`src/hw/msf_pkg.sv`:
```
// Purpose: Shared constants and types for the multi-speed frequency selector
// Assumes: Frequencies are held in 0.1 Hz steps, so 400 Hz is 4000
// Notes:   The not-selected marker 9999 lies above 4000 and never clashes
package msf_pkg;
  // Widths and counts
  localparam int PRESET_W   = 16;        // Preset word width
  localparam int FUNC_W     = 8;         // Terminal function code width
  localparam int ADDR_W     = 8;         // Register address width
  localparam int DATA_W     = 16;        // Register data width
  localparam int NUM_PRESET = 15;        // Speeds one to fifteen
  localparam int NUM_BASIC  = 3;         // High, middle, low slots

  // Preset values in 0.1 Hz steps
  localparam logic [PRESET_W-1:0] RST_HIGH = 16'h01F4;  // 50.0 Hz
  localparam logic [PRESET_W-1:0] RST_MID  = 16'h012C;  // 30.0 Hz
  localparam logic [PRESET_W-1:0] RST_LOW  = 16'h0064;  // 10.0 Hz
  localparam logic [PRESET_W-1:0] FREQ_MAX = 16'h0FA0;  // 400.0 Hz
  localparam logic [PRESET_W-1:0] NOT_SEL  = 16'h270F;  // Marker 9999

  // Terminal function codes
  localparam logic [FUNC_W-1:0] FN_LOW  = 8'h00;
  localparam logic [FUNC_W-1:0] FN_MID  = 8'h01;
  localparam logic [FUNC_W-1:0] FN_HIGH = 8'h02;
  localparam logic [FUNC_W-1:0] FN_EXT  = 8'h08;
  localparam logic [FUNC_W-1:0] FN_NONE = 8'hFF;

  // Operation mode codes and reset values
  localparam logic [2:0] MODE_EXT   = 3'h3;      // External operation
  localparam logic [2:0] MODE_COMB  = 3'h4;      // Panel/external combined
  localparam logic [2:0] RST_OPMODE = 3'h0;
  localparam logic [1:0] RST_REMOTE = 2'h0;
  localparam logic [1:0] RST_PWRITE = 2'h0;
  localparam logic [DATA_W-1:0] RST_UGROUP = 16'h0000;

  // Register word offsets
  localparam logic [ADDR_W-1:0] OFS_PRESET0 = 8'h00;  // Slots 0x00..0x0E
  localparam logic [ADDR_W-1:0] OFS_PRESET_END = 8'h0F;
  localparam logic [ADDR_W-1:0] OFS_REMOTE  = 8'h10;
  localparam logic [ADDR_W-1:0] OFS_OPMODE  = 8'h11;
  localparam logic [ADDR_W-1:0] OFS_PWRITE  = 8'h12;
  localparam logic [ADDR_W-1:0] OFS_UGROUP  = 8'h13;
  localparam logic [ADDR_W-1:0] OFS_TERM0   = 8'h18;  // Up to 8 terminals
  localparam logic [ADDR_W-1:0] OFS_FREQ    = 8'h20;  // Read only
  localparam logic [ADDR_W-1:0] OFS_STATE   = 8'h21;  // Read only

  // State register field positions
  localparam int STATE_SEL_LSB = 0;      // {ext, high, middle, low}
  localparam int STATE_SRC_LSB = 4;      // Frequency source, 3 bits
  localparam int STATE_EN_BIT  = 7;      // Multi-speed enabled

  // Frequency command source
  typedef enum logic [2:0] {
    SRC_NONE, SRC_JOG, SRC_MULTI, SRC_CUR, SRC_VOLT
  } msf_src_t;

  // Preset reset value per slot
  function automatic logic [PRESET_W-1:0] preset_reset(input int i);
    case (i)
      0:       return RST_HIGH;
      1:       return RST_MID;
      2:       return RST_LOW;
      default: return NOT_SEL;
    endcase
  endfunction : preset_reset

  // Terminals 0..2 carry low, middle, high; others start unassigned
  function automatic logic [FUNC_W-1:0] term_reset(input int i);
    case (i)
      0:       return FN_LOW;
      1:       return FN_MID;
      2:       return FN_HIGH;
      default: return FN_NONE;
    endcase
  endfunction : term_reset
endpackage : msf_pkg

```
`src/hw/msf_decode.sv`:
```
// Purpose: Map the four select levels onto one preset frequency
// Assumes: Levels already routed and synchronised
// Notes:   Purely combinational; the caller registers the result
`timescale 1ns/10ps
module msf_decode (
  input  wire logic sel_high,
  input  wire logic sel_mid,
  input  wire logic sel_low,
  input  wire logic sel_ext,
  input  wire logic [msf_pkg::NUM_PRESET-1:0][msf_pkg::PRESET_W-1:0] preset,
  output logic      hit,
  output logic [msf_pkg::PRESET_W-1:0] freq
);
  logic [2:0] code;    // {high, middle, low}
  logic [3:0] speed;   // Speed number 1..15, 0 with no select
  logic [3:0] slot;    // Preset slot, speed minus one
  logic       multi;   // Combination addresses an extended preset

  always_comb begin
    code  = {sel_high, sel_mid, sel_low};
    // Binary-style combination of the four inputs
    if (sel_ext) begin
      speed = {1'b1, code};
    end else if (code == 3'h3) begin
      speed = 4'h4;
    end else begin
      speed = {1'b0, code};
    end
    slot  = 4'(speed - 4'h1);
    multi = sel_ext || (code == 3'h3) || (code == 3'h5) ||
            (code == 3'h6) || (code == 3'h7);
    hit   = 1'b1;
    freq  = '0;
    // Each combination picks one slot, no ranking among them
    if (multi && preset[slot] != msf_pkg::NOT_SEL) begin
      freq = preset[slot];
    end else if (sel_ext && code == 3'h0) begin
      freq = preset[2];
    end else if (sel_low) begin
      freq = preset[2];
    end else if (sel_mid) begin
      freq = preset[1];
    end else if (sel_high) begin
      freq = preset[0];
    end else begin
      hit = 1'b0;
    end
  end
endmodule : msf_decode

```
`src/hw/msf_selector.sv`:
```
// Operation
// - High, middle, low select pick their presets
// - Presets span 0-400 Hz; extended allow 9999
// - Four inputs together pick speeds four to fifteen
// - Extended presets reset to not selected
// - Extension alone, speed eight unset, runs low
// - Several basic selects, combination unset: lowest-ranked input wins
// - Jog over multi-speed over current over voltage
// - Multi-speed only in operation modes 3, 4
// - Presets writable in panel or external mode
// - Extended presets have no mutual precedence
// - Non-zero remote function disables multi-speed
// - Terminal codes 0,1,2 assign low, middle, high
// - Code 8 assigns the speed-extension select
// - Presets writable while running, any write selection
// - Extended presets exposed only when user group zero
//
// Purpose: Multi-speed frequency command selection with register access
// Assumes: Frequencies in 0.1 Hz steps; jog and analog inputs are on mclk
// Notes:   Read data stand only in the cycle after the read strobe
`timescale 1ns/10ps
module msf_selector #(
  parameter int NUM_TERM = 7
) (
  input  wire logic                         mclk,
  input  wire logic                         rst,
  input  wire logic [msf_pkg::ADDR_W-1:0]   addr,
  input  wire logic [msf_pkg::DATA_W-1:0]   wdata,
  input  wire logic                         wr,
  input  wire logic                         rd,
  output logic      [msf_pkg::DATA_W-1:0]   rdata,
  input  wire logic [NUM_TERM-1:0]          term_in,
  input  wire logic                         jog_on,
  input  wire logic [msf_pkg::PRESET_W-1:0] jog_freq,
  input  wire logic                         cur_valid,
  input  wire logic [msf_pkg::PRESET_W-1:0] cur_freq,
  input  wire logic                         volt_valid,
  input  wire logic [msf_pkg::PRESET_W-1:0] volt_freq,
  output logic      [msf_pkg::PRESET_W-1:0] freq_cmd,
  output msf_pkg::msf_src_t                 freq_src,
  output logic                              multi_on
);
  // Three-bit terminal index limits the terminal count
  generate
    if (NUM_TERM < 1 || NUM_TERM > 8) begin : g_chk
      $error("NUM_TERM must lie in 1..8");
    end
  endgenerate

  localparam int PW = msf_pkg::PRESET_W;
  localparam int FW = msf_pkg::FUNC_W;

  // Setting registers
  logic [msf_pkg::NUM_PRESET-1:0][PW-1:0] preset;      // Speed presets
  logic [msf_pkg::NUM_PRESET-1:0][PW-1:0] next_preset;
  logic [NUM_TERM-1:0][FW-1:0] term_fn;                 // Terminal functions
  logic [NUM_TERM-1:0][FW-1:0] next_term_fn;
  logic [1:0]                  remote_fn;               // Remote function
  logic [1:0]                  next_remote_fn;
  logic [2:0]                  op_mode;                 // Operation mode
  logic [2:0]                  next_op_mode;
  logic [1:0]                  pwrite_sel;              // Write selection
  logic [1:0]                  next_pwrite_sel;
  logic [msf_pkg::DATA_W-1:0]  ugroup;                  // User group read
  logic [msf_pkg::DATA_W-1:0]  next_ugroup;
  logic [msf_pkg::DATA_W-1:0]  next_rdata;

  // Decode helpers
  logic [3:0]    slot;        // Addressed preset slot
  logic          in_preset;   // Address hits a preset slot
  logic          in_term;     // Address hits a terminal slot
  logic [2:0]    tidx;        // Addressed terminal
  logic          ext_open;    // Extended presets visible
  logic          val_ok;      // Write value in range for the slot

  // Selection path
  logic [NUM_TERM-1:0] term_sync;   // Filtered terminal levels
  logic          high_speed_select;
  logic          middle_speed_select;
  logic          low_speed_select;
  logic          speed_extension_select;
  logic          ms_enable;         // Multi-speed allowed now
  logic          dec_hit;
  logic [PW-1:0] dec_freq;
  logic [PW-1:0] next_freq_cmd;
  msf_pkg::msf_src_t next_freq_src;
  logic          next_multi_on;

  // Contacts cross in from outside the clock domain
  msf_sync #(
    .W (NUM_TERM)
  ) u_sync (
    .mclk (mclk),
    .rst  (rst),
    .din  (term_in),
    .dout (term_sync)
  );

  // Address decode
  always_comb begin
    slot      = addr[3:0];
    in_preset = (addr < msf_pkg::OFS_PRESET_END);
    tidx      = 3'(addr - msf_pkg::OFS_TERM0);
    in_term   = (addr >= msf_pkg::OFS_TERM0) &&
                (addr < 8'(msf_pkg::OFS_TERM0 + 8'(NUM_TERM)));
    ext_open  = (ugroup == '0);
    // Basic presets stop at 400 Hz; extended also take the marker
    if (slot < 4'(msf_pkg::NUM_BASIC)) begin
      val_ok = (wdata <= msf_pkg::FREQ_MAX);
    end else begin
      val_ok = ext_open && ((wdata <= msf_pkg::FREQ_MAX) ||
               (wdata == msf_pkg::NOT_SEL));
    end
  end

  // Register writes; presets ignore mode, running state, write selection
  always_comb begin
    next_preset     = preset;
    next_term_fn    = term_fn;
    next_remote_fn  = remote_fn;
    next_op_mode    = op_mode;
    next_pwrite_sel = pwrite_sel;
    next_ugroup     = ugroup;
    if (wr) begin
      if (in_preset) begin
        if (val_ok) begin
          next_preset[slot] = wdata;
        end
      end else if (in_term) begin
        next_term_fn[tidx] = wdata[FW-1:0];
      end else begin
        case (addr)
          msf_pkg::OFS_REMOTE: next_remote_fn  = wdata[1:0];
          msf_pkg::OFS_OPMODE: next_op_mode    = wdata[2:0];
          // Stored for software only: presets never consult it
          msf_pkg::OFS_PWRITE: next_pwrite_sel = wdata[1:0];
          msf_pkg::OFS_UGROUP: next_ugroup     = wdata;
          default: ;                                     // Unmapped write
        endcase
      end
    end
  end

  // Setting registers and their reset values
  always_ff @(posedge mclk) begin
    if (rst) begin
      for (int i = 0; i < msf_pkg::NUM_PRESET; i++) begin
        preset[i] <= msf_pkg::preset_reset(i);
      end
      for (int t = 0; t < NUM_TERM; t++) begin
        term_fn[t] <= msf_pkg::term_reset(t);
      end
      remote_fn  <= msf_pkg::RST_REMOTE;
      op_mode    <= msf_pkg::RST_OPMODE;
      pwrite_sel <= msf_pkg::RST_PWRITE;
      ugroup     <= msf_pkg::RST_UGROUP;
    end else begin
      preset     <= next_preset;
      term_fn    <= next_term_fn;
      remote_fn  <= next_remote_fn;
      op_mode    <= next_op_mode;
      pwrite_sel <= next_pwrite_sel;
      ugroup     <= next_ugroup;
    end
  end

  // Read mux; hidden presets and unmapped words read zero
  always_comb begin
    next_rdata = '0;
    if (rd) begin
      if (in_preset) begin
        if (slot < 4'(msf_pkg::NUM_BASIC) || ext_open) begin
          next_rdata = preset[slot];
        end
      end else if (in_term) begin
        next_rdata = {8'h00, term_fn[tidx]};
      end else begin
        case (addr)
          msf_pkg::OFS_REMOTE: next_rdata = {14'h0000, remote_fn};
          msf_pkg::OFS_OPMODE: next_rdata = {13'h0000, op_mode};
          msf_pkg::OFS_PWRITE: next_rdata = {14'h0000, pwrite_sel};
          msf_pkg::OFS_UGROUP: next_rdata = ugroup;
          msf_pkg::OFS_FREQ:   next_rdata = freq_cmd;
          msf_pkg::OFS_STATE: begin
            next_rdata[msf_pkg::STATE_SEL_LSB +: 4] =
              {speed_extension_select, high_speed_select,
               middle_speed_select, low_speed_select};
            next_rdata[msf_pkg::STATE_SRC_LSB +: 3] = freq_src;
            next_rdata[msf_pkg::STATE_EN_BIT]       = multi_on;
          end
          default: next_rdata = '0;
        endcase
      end
    end
  end

  // Read data stand for exactly one cycle
  always_ff @(posedge mclk) begin
    if (rst) begin
      rdata <= '0;
    end else begin
      rdata <= next_rdata;
    end
  end

  // Route terminals onto select functions by their codes
  always_comb begin
    high_speed_select      = 1'b0;
    middle_speed_select    = 1'b0;
    low_speed_select       = 1'b0;
    speed_extension_select = 1'b0;
    for (int t = 0; t < NUM_TERM; t++) begin
      if (term_sync[t]) begin
        case (term_fn[t])
          msf_pkg::FN_HIGH: high_speed_select      = 1'b1;
          msf_pkg::FN_MID:  middle_speed_select    = 1'b1;
          msf_pkg::FN_LOW:  low_speed_select       = 1'b1;
          msf_pkg::FN_EXT:  speed_extension_select = 1'b1;
          default: ;                                        // Other use
        endcase
      end
    end
  end

  // Preset lookup for the current combination
  msf_decode u_decode (
    .sel_high (high_speed_select),
    .sel_mid  (middle_speed_select),
    .sel_low  (low_speed_select),
    .sel_ext  (speed_extension_select),
    .preset   (preset),
    .hit      (dec_hit),
    .freq     (dec_freq)
  );

  // Source priority; remote setting takes the select inputs away
  always_comb begin
    ms_enable = ((op_mode == msf_pkg::MODE_EXT) ||
                 (op_mode == msf_pkg::MODE_COMB)) &&
                (remote_fn == 2'h0);
    next_multi_on = ms_enable && dec_hit;
    next_freq_cmd = '0;
    next_freq_src = msf_pkg::SRC_NONE;
    if (jog_on) begin
      next_freq_cmd = jog_freq;
      next_freq_src = msf_pkg::SRC_JOG;
    end else if (next_multi_on) begin
      next_freq_cmd = dec_freq;
      next_freq_src = msf_pkg::SRC_MULTI;
    end else if (cur_valid) begin
      next_freq_cmd = cur_freq;
      next_freq_src = msf_pkg::SRC_CUR;
    end else if (volt_valid) begin
      next_freq_cmd = volt_freq;
      next_freq_src = msf_pkg::SRC_VOLT;
    end
  end

  // Command registered one cycle after the combination settles
  always_ff @(posedge mclk) begin
    if (rst) begin
      freq_cmd <= '0;
      freq_src <= msf_pkg::SRC_NONE;
      multi_on <= 1'b0;
    end else begin
      freq_cmd <= next_freq_cmd;
      freq_src <= next_freq_src;
      multi_on <= next_multi_on;
    end
  end
endmodule : msf_selector

```
`src/hw/msf_sync.sv`:
```
// Purpose: Three-stage synchroniser for contact inputs
// Assumes: Inputs are slow contacts from outside the clock domain
// Notes:   A change counts only once stages two and three agree
`timescale 1ns/10ps
module msf_sync #(
  parameter int W = 7
) (
  input  wire logic         mclk,
  input  wire logic         rst,
  input  wire logic [W-1:0] din,
  output logic      [W-1:0] dout
);
  logic [W-1:0] s1;       // Metastable stage, read only by s2
  logic [W-1:0] s2;
  logic [W-1:0] s3;
  logic [W-1:0] next_dout;

  // A zero-width chain has nothing to filter
  generate
    if (W < 1) begin : g_chk
      $error("W must be at least 1");
    end
  endgenerate

  // Accept a level once the last two stages match; one driver per bit
  generate
    for (genvar b = 0; b < W; b++) begin : g_bit
      assign next_dout[b] = (s2[b] == s3[b]) ? s3[b] : dout[b];
    end
  endgenerate

  // Stage chain and filtered output
  always_ff @(posedge mclk) begin
    if (rst) begin
      s1   <= '0;
      s2   <= '0;
      s3   <= '0;
      dout <= '0;
    end else begin
      s1   <= din;
      s2   <= s1;
      s3   <= s2;
      dout <= next_dout;
    end
  end
endmodule : msf_sync

```
`config.mk`:
```
export PLATFORM = sky130hd
export DESIGN_NAME = msf_selector
export DESIGN_NICKNAME = d
export VERILOG_FILES = /design/src/hw/msf_pkg.sv /design/src/hw/msf_decode.sv /design/src/hw/msf_selector.sv /design/src/hw/msf_sync.sv
export SDC_FILE = /design/constraint.sdc
export NUM_CORES = 1
export LEC_CHECK = 0
export BUFFER_PORTS_ARGS = -buffer_cell sky130_fd_sc_hd__buf_2
export CAP_MARGIN = 20
export CORE_MARGIN = 2
export CORE_UTILIZATION = 40
export CTS_BUF_LIST = sky130_fd_sc_hd__clkbuf_8
export CTS_CLUSTER_SIZE = 10
export DETAILED_ROUTE_END_ITERATION = 8
export MAX_ROUTING_LAYER = met4
export SETUP_SLACK_MARGIN = 0.15
export SLEW_MARGIN = 20
export SYNTH_ARGS = -nofsm -noshare
export SYNTH_HDL_FRONTEND = slang
export SYNTH_SLANG_ARGS = --single-unit
```
`constraint.sdc`:
```
create_clock -name mclk -period 8.1 [get_ports mclk]
set_input_delay 2.43 -clock mclk [delete_from_list [all_inputs] [get_ports mclk]]
set_output_delay 2.43 -clock mclk [all_outputs]
set_load 0.01 [all_outputs]
```
# Yosys cells after proc, flatten, opt, wreduce, memory -nomap -nowiden
# Cells that the tools add are included.
[word_totals]
regBits = 383
mem_bits_ro = 0
out_inout_bits = 36
latchBits = 0
elab_cells = 227
mem_count = 0
input_bits = 86
ramBits = 0
[classes]
n_mul = 0
eq_ne = 42
div = 0
bitwise = 3
muxes = 94
shift = 0
order_cmp = 10
reduce_logical = 34
addsub = 2
[op_table]
columns = ["operator", "n"]
rows = [
  ["240-bit bitwise mux", 1],
  ["16-bit two-way mux", 15],
  ["16-bit binary-select mux with 4-bit select", 2],
  ["16-bit demux with 4-bit select", 1],
  ["1-bit two-way mux", 63],
  ["56-bit bitwise mux", 1],
  ["8-bit by 1-bit == test with 1-bit output, second input constant", 7],
  ["8-bit by 2-bit == test with 1-bit output, second input constant", 7],
  ["8-bit by 4-bit == test with 1-bit output, second input constant", 7],
  ["8-bit zero test", 7],
  ["8-bit one-hot mux with 6 select lines", 1],
  ["8-bit by 5-bit == test with 1-bit output, second input constant", 4],
  ["8-bit binary-select mux with 3-bit select", 1],
  ["8-bit demux with 3-bit select", 1],
  ["16-bit by 14-bit == test with 1-bit output, second input constant", 1],
  ["8-bit by 6-bit == test with 1-bit output, second input constant", 2],
  ["16-bit by 12-bit <= comparator with 1-bit output, second input constant", 1],
  ["16-bit zero test", 1],
  ["8-bit two-way mux", 2],
  ["16-bit by 14-bit != test with 1-bit output, second input constant", 1],
  ["8-bit one-hot mux with 2 select lines", 1],
  ["4-bit AND reduction", 4],
  ["3-bit == test, second input constant", 4],
  ["4-bit by 5-bit < comparator with 1-bit output, second input constant", 2],
  ["other kinds (22)", 48],
]

# Longest topological paths before layout
[depth]
word_depth = 27
depth_mapped = 24
depth_no_buf = 18

# Cells and area by module
# From an unflattened synthesis, not the netlist that was laid out.
[hier_totals]
hier_cells = 2268
area_unflattened_um2 = 20210.6
[modules_own_cells]
columns = ["module", "seq_area_each_um2", "n_inst", "area_per_inst_um2", "cells_per_inst"]
rows = [
  ["msf_selector", 7106.8, 1, 16349.4, 1763],
  ["msf_decode", 0.0, 1, 2947.8, 432],
  ["msf_sync", 560.5, 1, 913.4, 73],
]

# Worst setup path after synthesis
# No wires, ideal clock.
[synth_timing]
path_kind = "flip-flop to flip-flop"
start = "reg u_sync.dout[1]"
end = "reg freq_cmd[12] (netlist name)"
arrival_ps = 5476
path_buffers = 8
setup_slack_ps = 2523
setup_ps = 101
period_less_slack_ps = 5577
required_time_ps = 7999
stages_incl_launch_ff = 22
path_cell_list = "dfxtp_1 -> nor3b_1 -> and2_1 -> a221o_1 -> buf_2 -> nor2_1 -> clkbuf_1 -> buf_2 -> clkbuf_1 -> o21ai_0 -> ha_1 -> clkbuf_1 -> clkbuf_1 -> clkbuf_1 -> clkbuf_1 -> mux4_2 -> nand2_1 -> o211ai_1 -> or3_4 -> nor4_4 -> a2111oi_1 -> o41ai_1"
[synth_between]
elab_chain_cells = 23
elab_cells_between_ends = 74
classes_between = "add/sub: 1; eq/ne: 5; mux: 60; reduce/logical: 8"
[synth_rtl]
columns = ["item", "line", "text"]
rows = [
  ["from (decl)", "msf_sync.sv:11", "output logic [W-1:0] dout"],
  ["from (signal assigned)", "msf_sync.sv:43", "dout <= next_dout;"],
  ["1-bit two-way mux", "msf_selector.sv:213", "if (term_sync[t]) begin"],
  ["1-bit two-way mux", "msf_selector.sv:214", "case (term_fn[t])"],
  ["1-bit two-way mux", "msf_selector.sv:213", ""],
  ["1-bit two-way mux", "msf_selector.sv:214", ""],
  ["1-bit two-way mux", "msf_selector.sv:213", ""],
  ["1-bit two-way mux", "msf_selector.sv:214", ""],
  ["1-bit two-way mux", "msf_selector.sv:213", ""],
  ["1-bit two-way mux", "msf_selector.sv:214", ""],
  ["[7 not listed]", "--", ""],
  ["16-bit binary-select mux with 4-bit select", "msf_decode.sv:35, msf_decode.sv:36", ""],
  ["16-bit two-way mux (implied by the code)", "msf_decode.sv:35, msf_decode.sv:36", ""],
  ["16-bit by 14-bit != test with 1-bit output", "msf_decode.sv:35", "if (multi && preset[slot] != msf_pkg::NOT_SEL) begin"],
  ["1-bit logical AND", "msf_decode.sv:35", ""],
  ["1-bit two-way mux", "msf_decode.sv:35", ""],
  ["1-bit logical AND", "msf_selector.sv:241", "next_multi_on = ms_enable && dec_hit;"],
  ["16-bit two-way mux (*)", "msf_selector.sv:247", "end else if (next_multi_on) begin"],
  ["16-bit two-way mux (*)", "msf_selector.sv:244", "if (jog_on) begin"],
  ["to (signal assigned)", "msf_selector.sv:266", "freq_cmd <= next_freq_cmd;"],
  ["to (decl)", "msf_selector.sv:39", "output logic [msf_pkg::PRESET_W-1:0] freq_cmd,"],
]
# Every way passes the cells marked *; elsewhere a longest branch is shown, timed or not. The select of a mux whose other input is x is not followed.
# A chain may end at the register's enable or synchronous reset.

# Worst setup path in the final report
[layout_timing]
start = "reg term_fn[47] (netlist name)"
end = "reg freq_cmd[14] (netlist name)"
[layout_between]
elab_chain_cells = 17
elab_cells_between_ends = 50
classes_between = "add/sub: 1; eq/ne: 8; mux: 32; reduce/logical: 9"
[layout_rtl]
columns = ["item", "line", "text"]
rows = [
  ["from (decl)", "msf_selector.sv:56", "logic [NUM_TERM-1:0][FW-1:0] term_fn;"],
  ["from (signal, indexed assignment)", "msf_selector.sv:151", "term_fn[t] <= msf_pkg::term_reset(t);"],
  ["from (signal assigned)", "msf_selector.sv:159", "term_fn <= next_term_fn;"],
  ["8-bit by 1-bit == test with 1-bit output (tied with other cells)", "msf_selector.sv:214", ""],
  ["1-bit two-way mux", "msf_selector.sv:214", ""],
  ["1-bit two-way mux", "msf_selector.sv:213", ""],
  ["1-bit two-way mux", "msf_selector.sv:214", ""],
  ["1-bit two-way mux", "msf_selector.sv:213", ""],
  ["3-bit by 2-bit == test with 1-bit output", "msf_decode.sv:24, msf_decode.sv:30", ""],
  ["3-bit two-way mux", "msf_decode.sv:24", "end else if (code == 3'h3) begin"],
  ["4-bit two-way mux", "msf_decode.sv:22", "if (sel_ext) begin"],
  ["4-bit by 1-bit subtractor with 4-bit output", "msf_decode.sv:29", "slot = 4'(speed - 4'h1);"],
  ["16-bit binary-select mux with 4-bit select", "msf_decode.sv:35, msf_decode.sv:36", ""],
  ["16-bit two-way mux (implied by the code)", "msf_decode.sv:35, msf_decode.sv:36", ""],
  ["16-bit by 14-bit != test with 1-bit output", "msf_decode.sv:35", ""],
  ["1-bit logical AND", "msf_decode.sv:35", ""],
  ["1-bit two-way mux", "msf_decode.sv:35", ""],
  ["1-bit logical AND", "msf_selector.sv:241", ""],
  ["16-bit two-way mux (*)", "msf_selector.sv:247", ""],
  ["16-bit two-way mux (*)", "msf_selector.sv:244", ""],
]
# Marked as above.

==> qor.yml <==
status: "complete, but fails checks"
violations: "DRC"
wl_per_cell_um: 26.7
hp-start: "u_sync.s1[2]"
grt_first_pass_wirelength_um: 117000
chipHeight_um: 230
grt_overflow: 0
grt_max_degree: 205
syn2layout_area_growth_pct: 12.2
synth_cells: 2191
cp_max_fo: 23
fin_skew_ns: 0.0405
cts.path.max_buffers: 3
ff2ff_path_depth: 17
num_rows: 82
crit_chain: "nor4b_2 -> nand2_1 -> o31ai_1 -> a221o_1 -> nor2_4 -> o21ai_0 -> ha_2 -> clkinv_1 -> nand3_1 -> o211a_1 -> nor3_1 -> a32o_1 -> nor4_1 -> or2b_1 -> nor4_4 -> a2111oi_1 -> o41ai_1"
period_share_pct: 83.6
drt_pre_antenna_iters: 9
core_area_um2: 50400
ys_seq_area_share_pct: 37.5
layout.nets: 2304
cp.required_ns: 8.64
async_flop_share_pct: 0
syn_nets: 2278
setup_tns_ns: 0
critPathLaunchType: "register"
syn_avg_cell_area_um2: 9.34
cts_resized: 0
cp_slowest_cell: "nor4_1"
maxSlewHeadroom_pct: 21.1
setup_viol: 0
vdd_ir_drop_max_uv: 88.4
drive_gt1_share_pct: 18.2
synthTopCellsByArea: "dfxtp_1 37%, mux2i_1 8.8%, mux4_2 8.5%"
yosysTopAreaCellShare_pct: 37.5
grt_setup_unrepaired: "false"
pin_count: 122
syn_area_um2: 20500
hold_class: "reg2reg"
reg2reg_to: "freq_cmd[14]"
power_leakage_nw: 7.95
rr_startpoint: "term_fn[47]"
holdPathStages: 1
root_buffer: "clkbuf_8"
clock_latency_ns: 0.66
cts.sinks: 383
gp_congestion: 0.974
cpPeakStageDelay_ns: 0.81
die_x_um: 230
numCtsBuffers: 69
synth_edf_count: 0
synth_seq_cells: 383
synthMostInstantiatedCell: "dfxtp_1"
fin_crit_ns: 6.77
post-cts-setup-buffers: 0
routed_via_density: 6.40
path_clk_slew_ns: 0.06
drv_cap: 0
crit_type: "reg2reg"
arrival_ns: 7.32
io_buffers: 121
yosysWarnings: 0
postCtsHoldBufs: 0
grt_usage_pct: 30.1
finalHoldViolCount: 0
cellPowerDensity_nw_per_um2: 176
die_area_um2: 53000
synth_top_cells_by_count: "383 x dfxtp_1, 225 x nor2_1, 180 x mux2i_1"
hold_ws_ns: 0.445
r2r_setup_slack_ns: 1.33
drtAntennaViolNets: 0
endpoint_kind: "register"
initial_utilization_pct: 40.6
synth_flop_cell: "dfxtp_1"
antenna_found_initial: 5
max_freq_mhz: 148
whs_endpoint: "u_sync.s2[2]"
tightest_slew_ns: 1.18
vias: 18828
grt_pass1_vias: 17772
htree_num_levels: 3
drc_errors: 4
synth_top_area_cell: "dfxtp_1"
wl_um: 78500
tritoncts: "built"
dp_hpwl_um: 51800
nFillCells: 4827
synth_cell_type_count: 91
drv_slew: 0
drt-initial-drc-count: 2586
[where the power goes]
group | switching, mW | leakage (nW) | internal, mW
combinational | 0.176 | 4.04 | 0.0801
sequential | 0.0116 | 3.10 | 1.90
clock | 0.825 | 0.816 | 1.06
[per-layer routing]
| layer | GRT usage, % | wire (µm) | vias to the layer above |
|---|---|---|---|
| met5 | - | 0 | - |
| met4 | 11.9 | 3010 | 0 |
| met3 | 6.72 | 8420 | 188 |
| met2 | 43.7 | 33900 | 1077 |
| met1 | 40.5 | 33200 | 9301 |
| li1 | - | - | 8262 |
[cells in the final DEF (no fill, tap or decap), types with 20 or more instances in the layout]
cell      synthesis  final
nor4_1           26     24
nor2_1          225    210
mux4_2           77     77
clkbuf_8          0     94
nor2b_1         167    166
inv_1            12     29
dfxtp_1         383    383
nand2_1         154    154
nand3_1          35     35
a211o_1         147    147
buf_4             1     47
buf_2            13    118
a221oi_1         20     20
o21ai_0          67     67
nor3b_1          44     44
nand4_1          24     24
nor3_1           37     32
a222oi_1         26     26
mux2i_1         180    180
a21oi_1          64     64
[logic make-up after synthesis]
family | share of synthesized area, %
buffers and inverters | 4.66
AND/OR/NAND/NOR | 20.8
flip-flops | 37.5
AO/OA/AOI/OAI | 18.6
multiplexers | 18.3
XOR/XNOR | 0.159
adder cells (fa/ha/maj) | 0.110
[registers in the layout, indices dropped and copies added, names as in the netlist]
register	count
op_mode	3
u_sync.s1	7
u_sync.s3	7
rdata	16
freq_cmd	16
preset	240
u_sync.s2	7
freq_src	3
multi_on	1
ugroup	16
pwrite_sel	2
u_sync.dout	7
remote_fn	2
term_fn	56
[how the worst max path moves through the flow]
stage                     depth (start not counted)           end      startpoint
final                                            17  freq_cmd[14]     term_fn[47]
after global routing                             17  freq_cmd[15]     term_fn[47]
after CTS                                        16   freq_cmd[7]  u_sync.dout[6]
after detailed placement                         16   freq_cmd[7]      term_fn[2]
after global placement                           16   freq_cmd[7]  u_sync.dout[6]
after floorplan                                  21  freq_cmd[12]  u_sync.dout[1]
[per-stage QoR]
step / total power [mW] / util, % / instances / instance area (µm²) / setup slack, ns
2_1_floorplan: 2.09 / - / 2191 / 20500 / 2.52
6_report: 4.05 / 45.6 / 2943 / 23000 / 1.33
3_5_place_dp: 2.20 / 42.7 / 2818 / 21500 / 1.23
5_1_grt: 4.18 / 45.6 / 2943 / 23000 / 0.979
3_3_place_gp: 2.20 / 42.7 / 2818 / 21500 / 1.44
4_1_cts: 4.08 / 45.5 / 2939 / 22900 / 1.20
[area by class of cell]
type / instances / area, µm² / share of cell area (%)
diodes: 4 / 10.0 / 0.0436
clock inverters: 27 / 139 / 0.605
repair buffers: 167 / 978 / 4.26
inverters: 14 / 52.6 / 0.229
multi-input cells: 1582 / 12000 / 52.2
clock buffers: 94 / 1290 / 5.63
flip-flops and latches: 383 / 7670 / 33.4
well taps: 672 / 841 / 3.66
[worst max-delay path: cells and delay by family, from the launching register on]
family | cells | cell delay (ns)
compound gates | 7 | 2.55
simple gates | 8 | 2.75
flops | 1 | 0.33
buf+inv | 1 | 0.42
fa+ha+maj | 1 | 0.59
(Power assumes the default switching activity.)
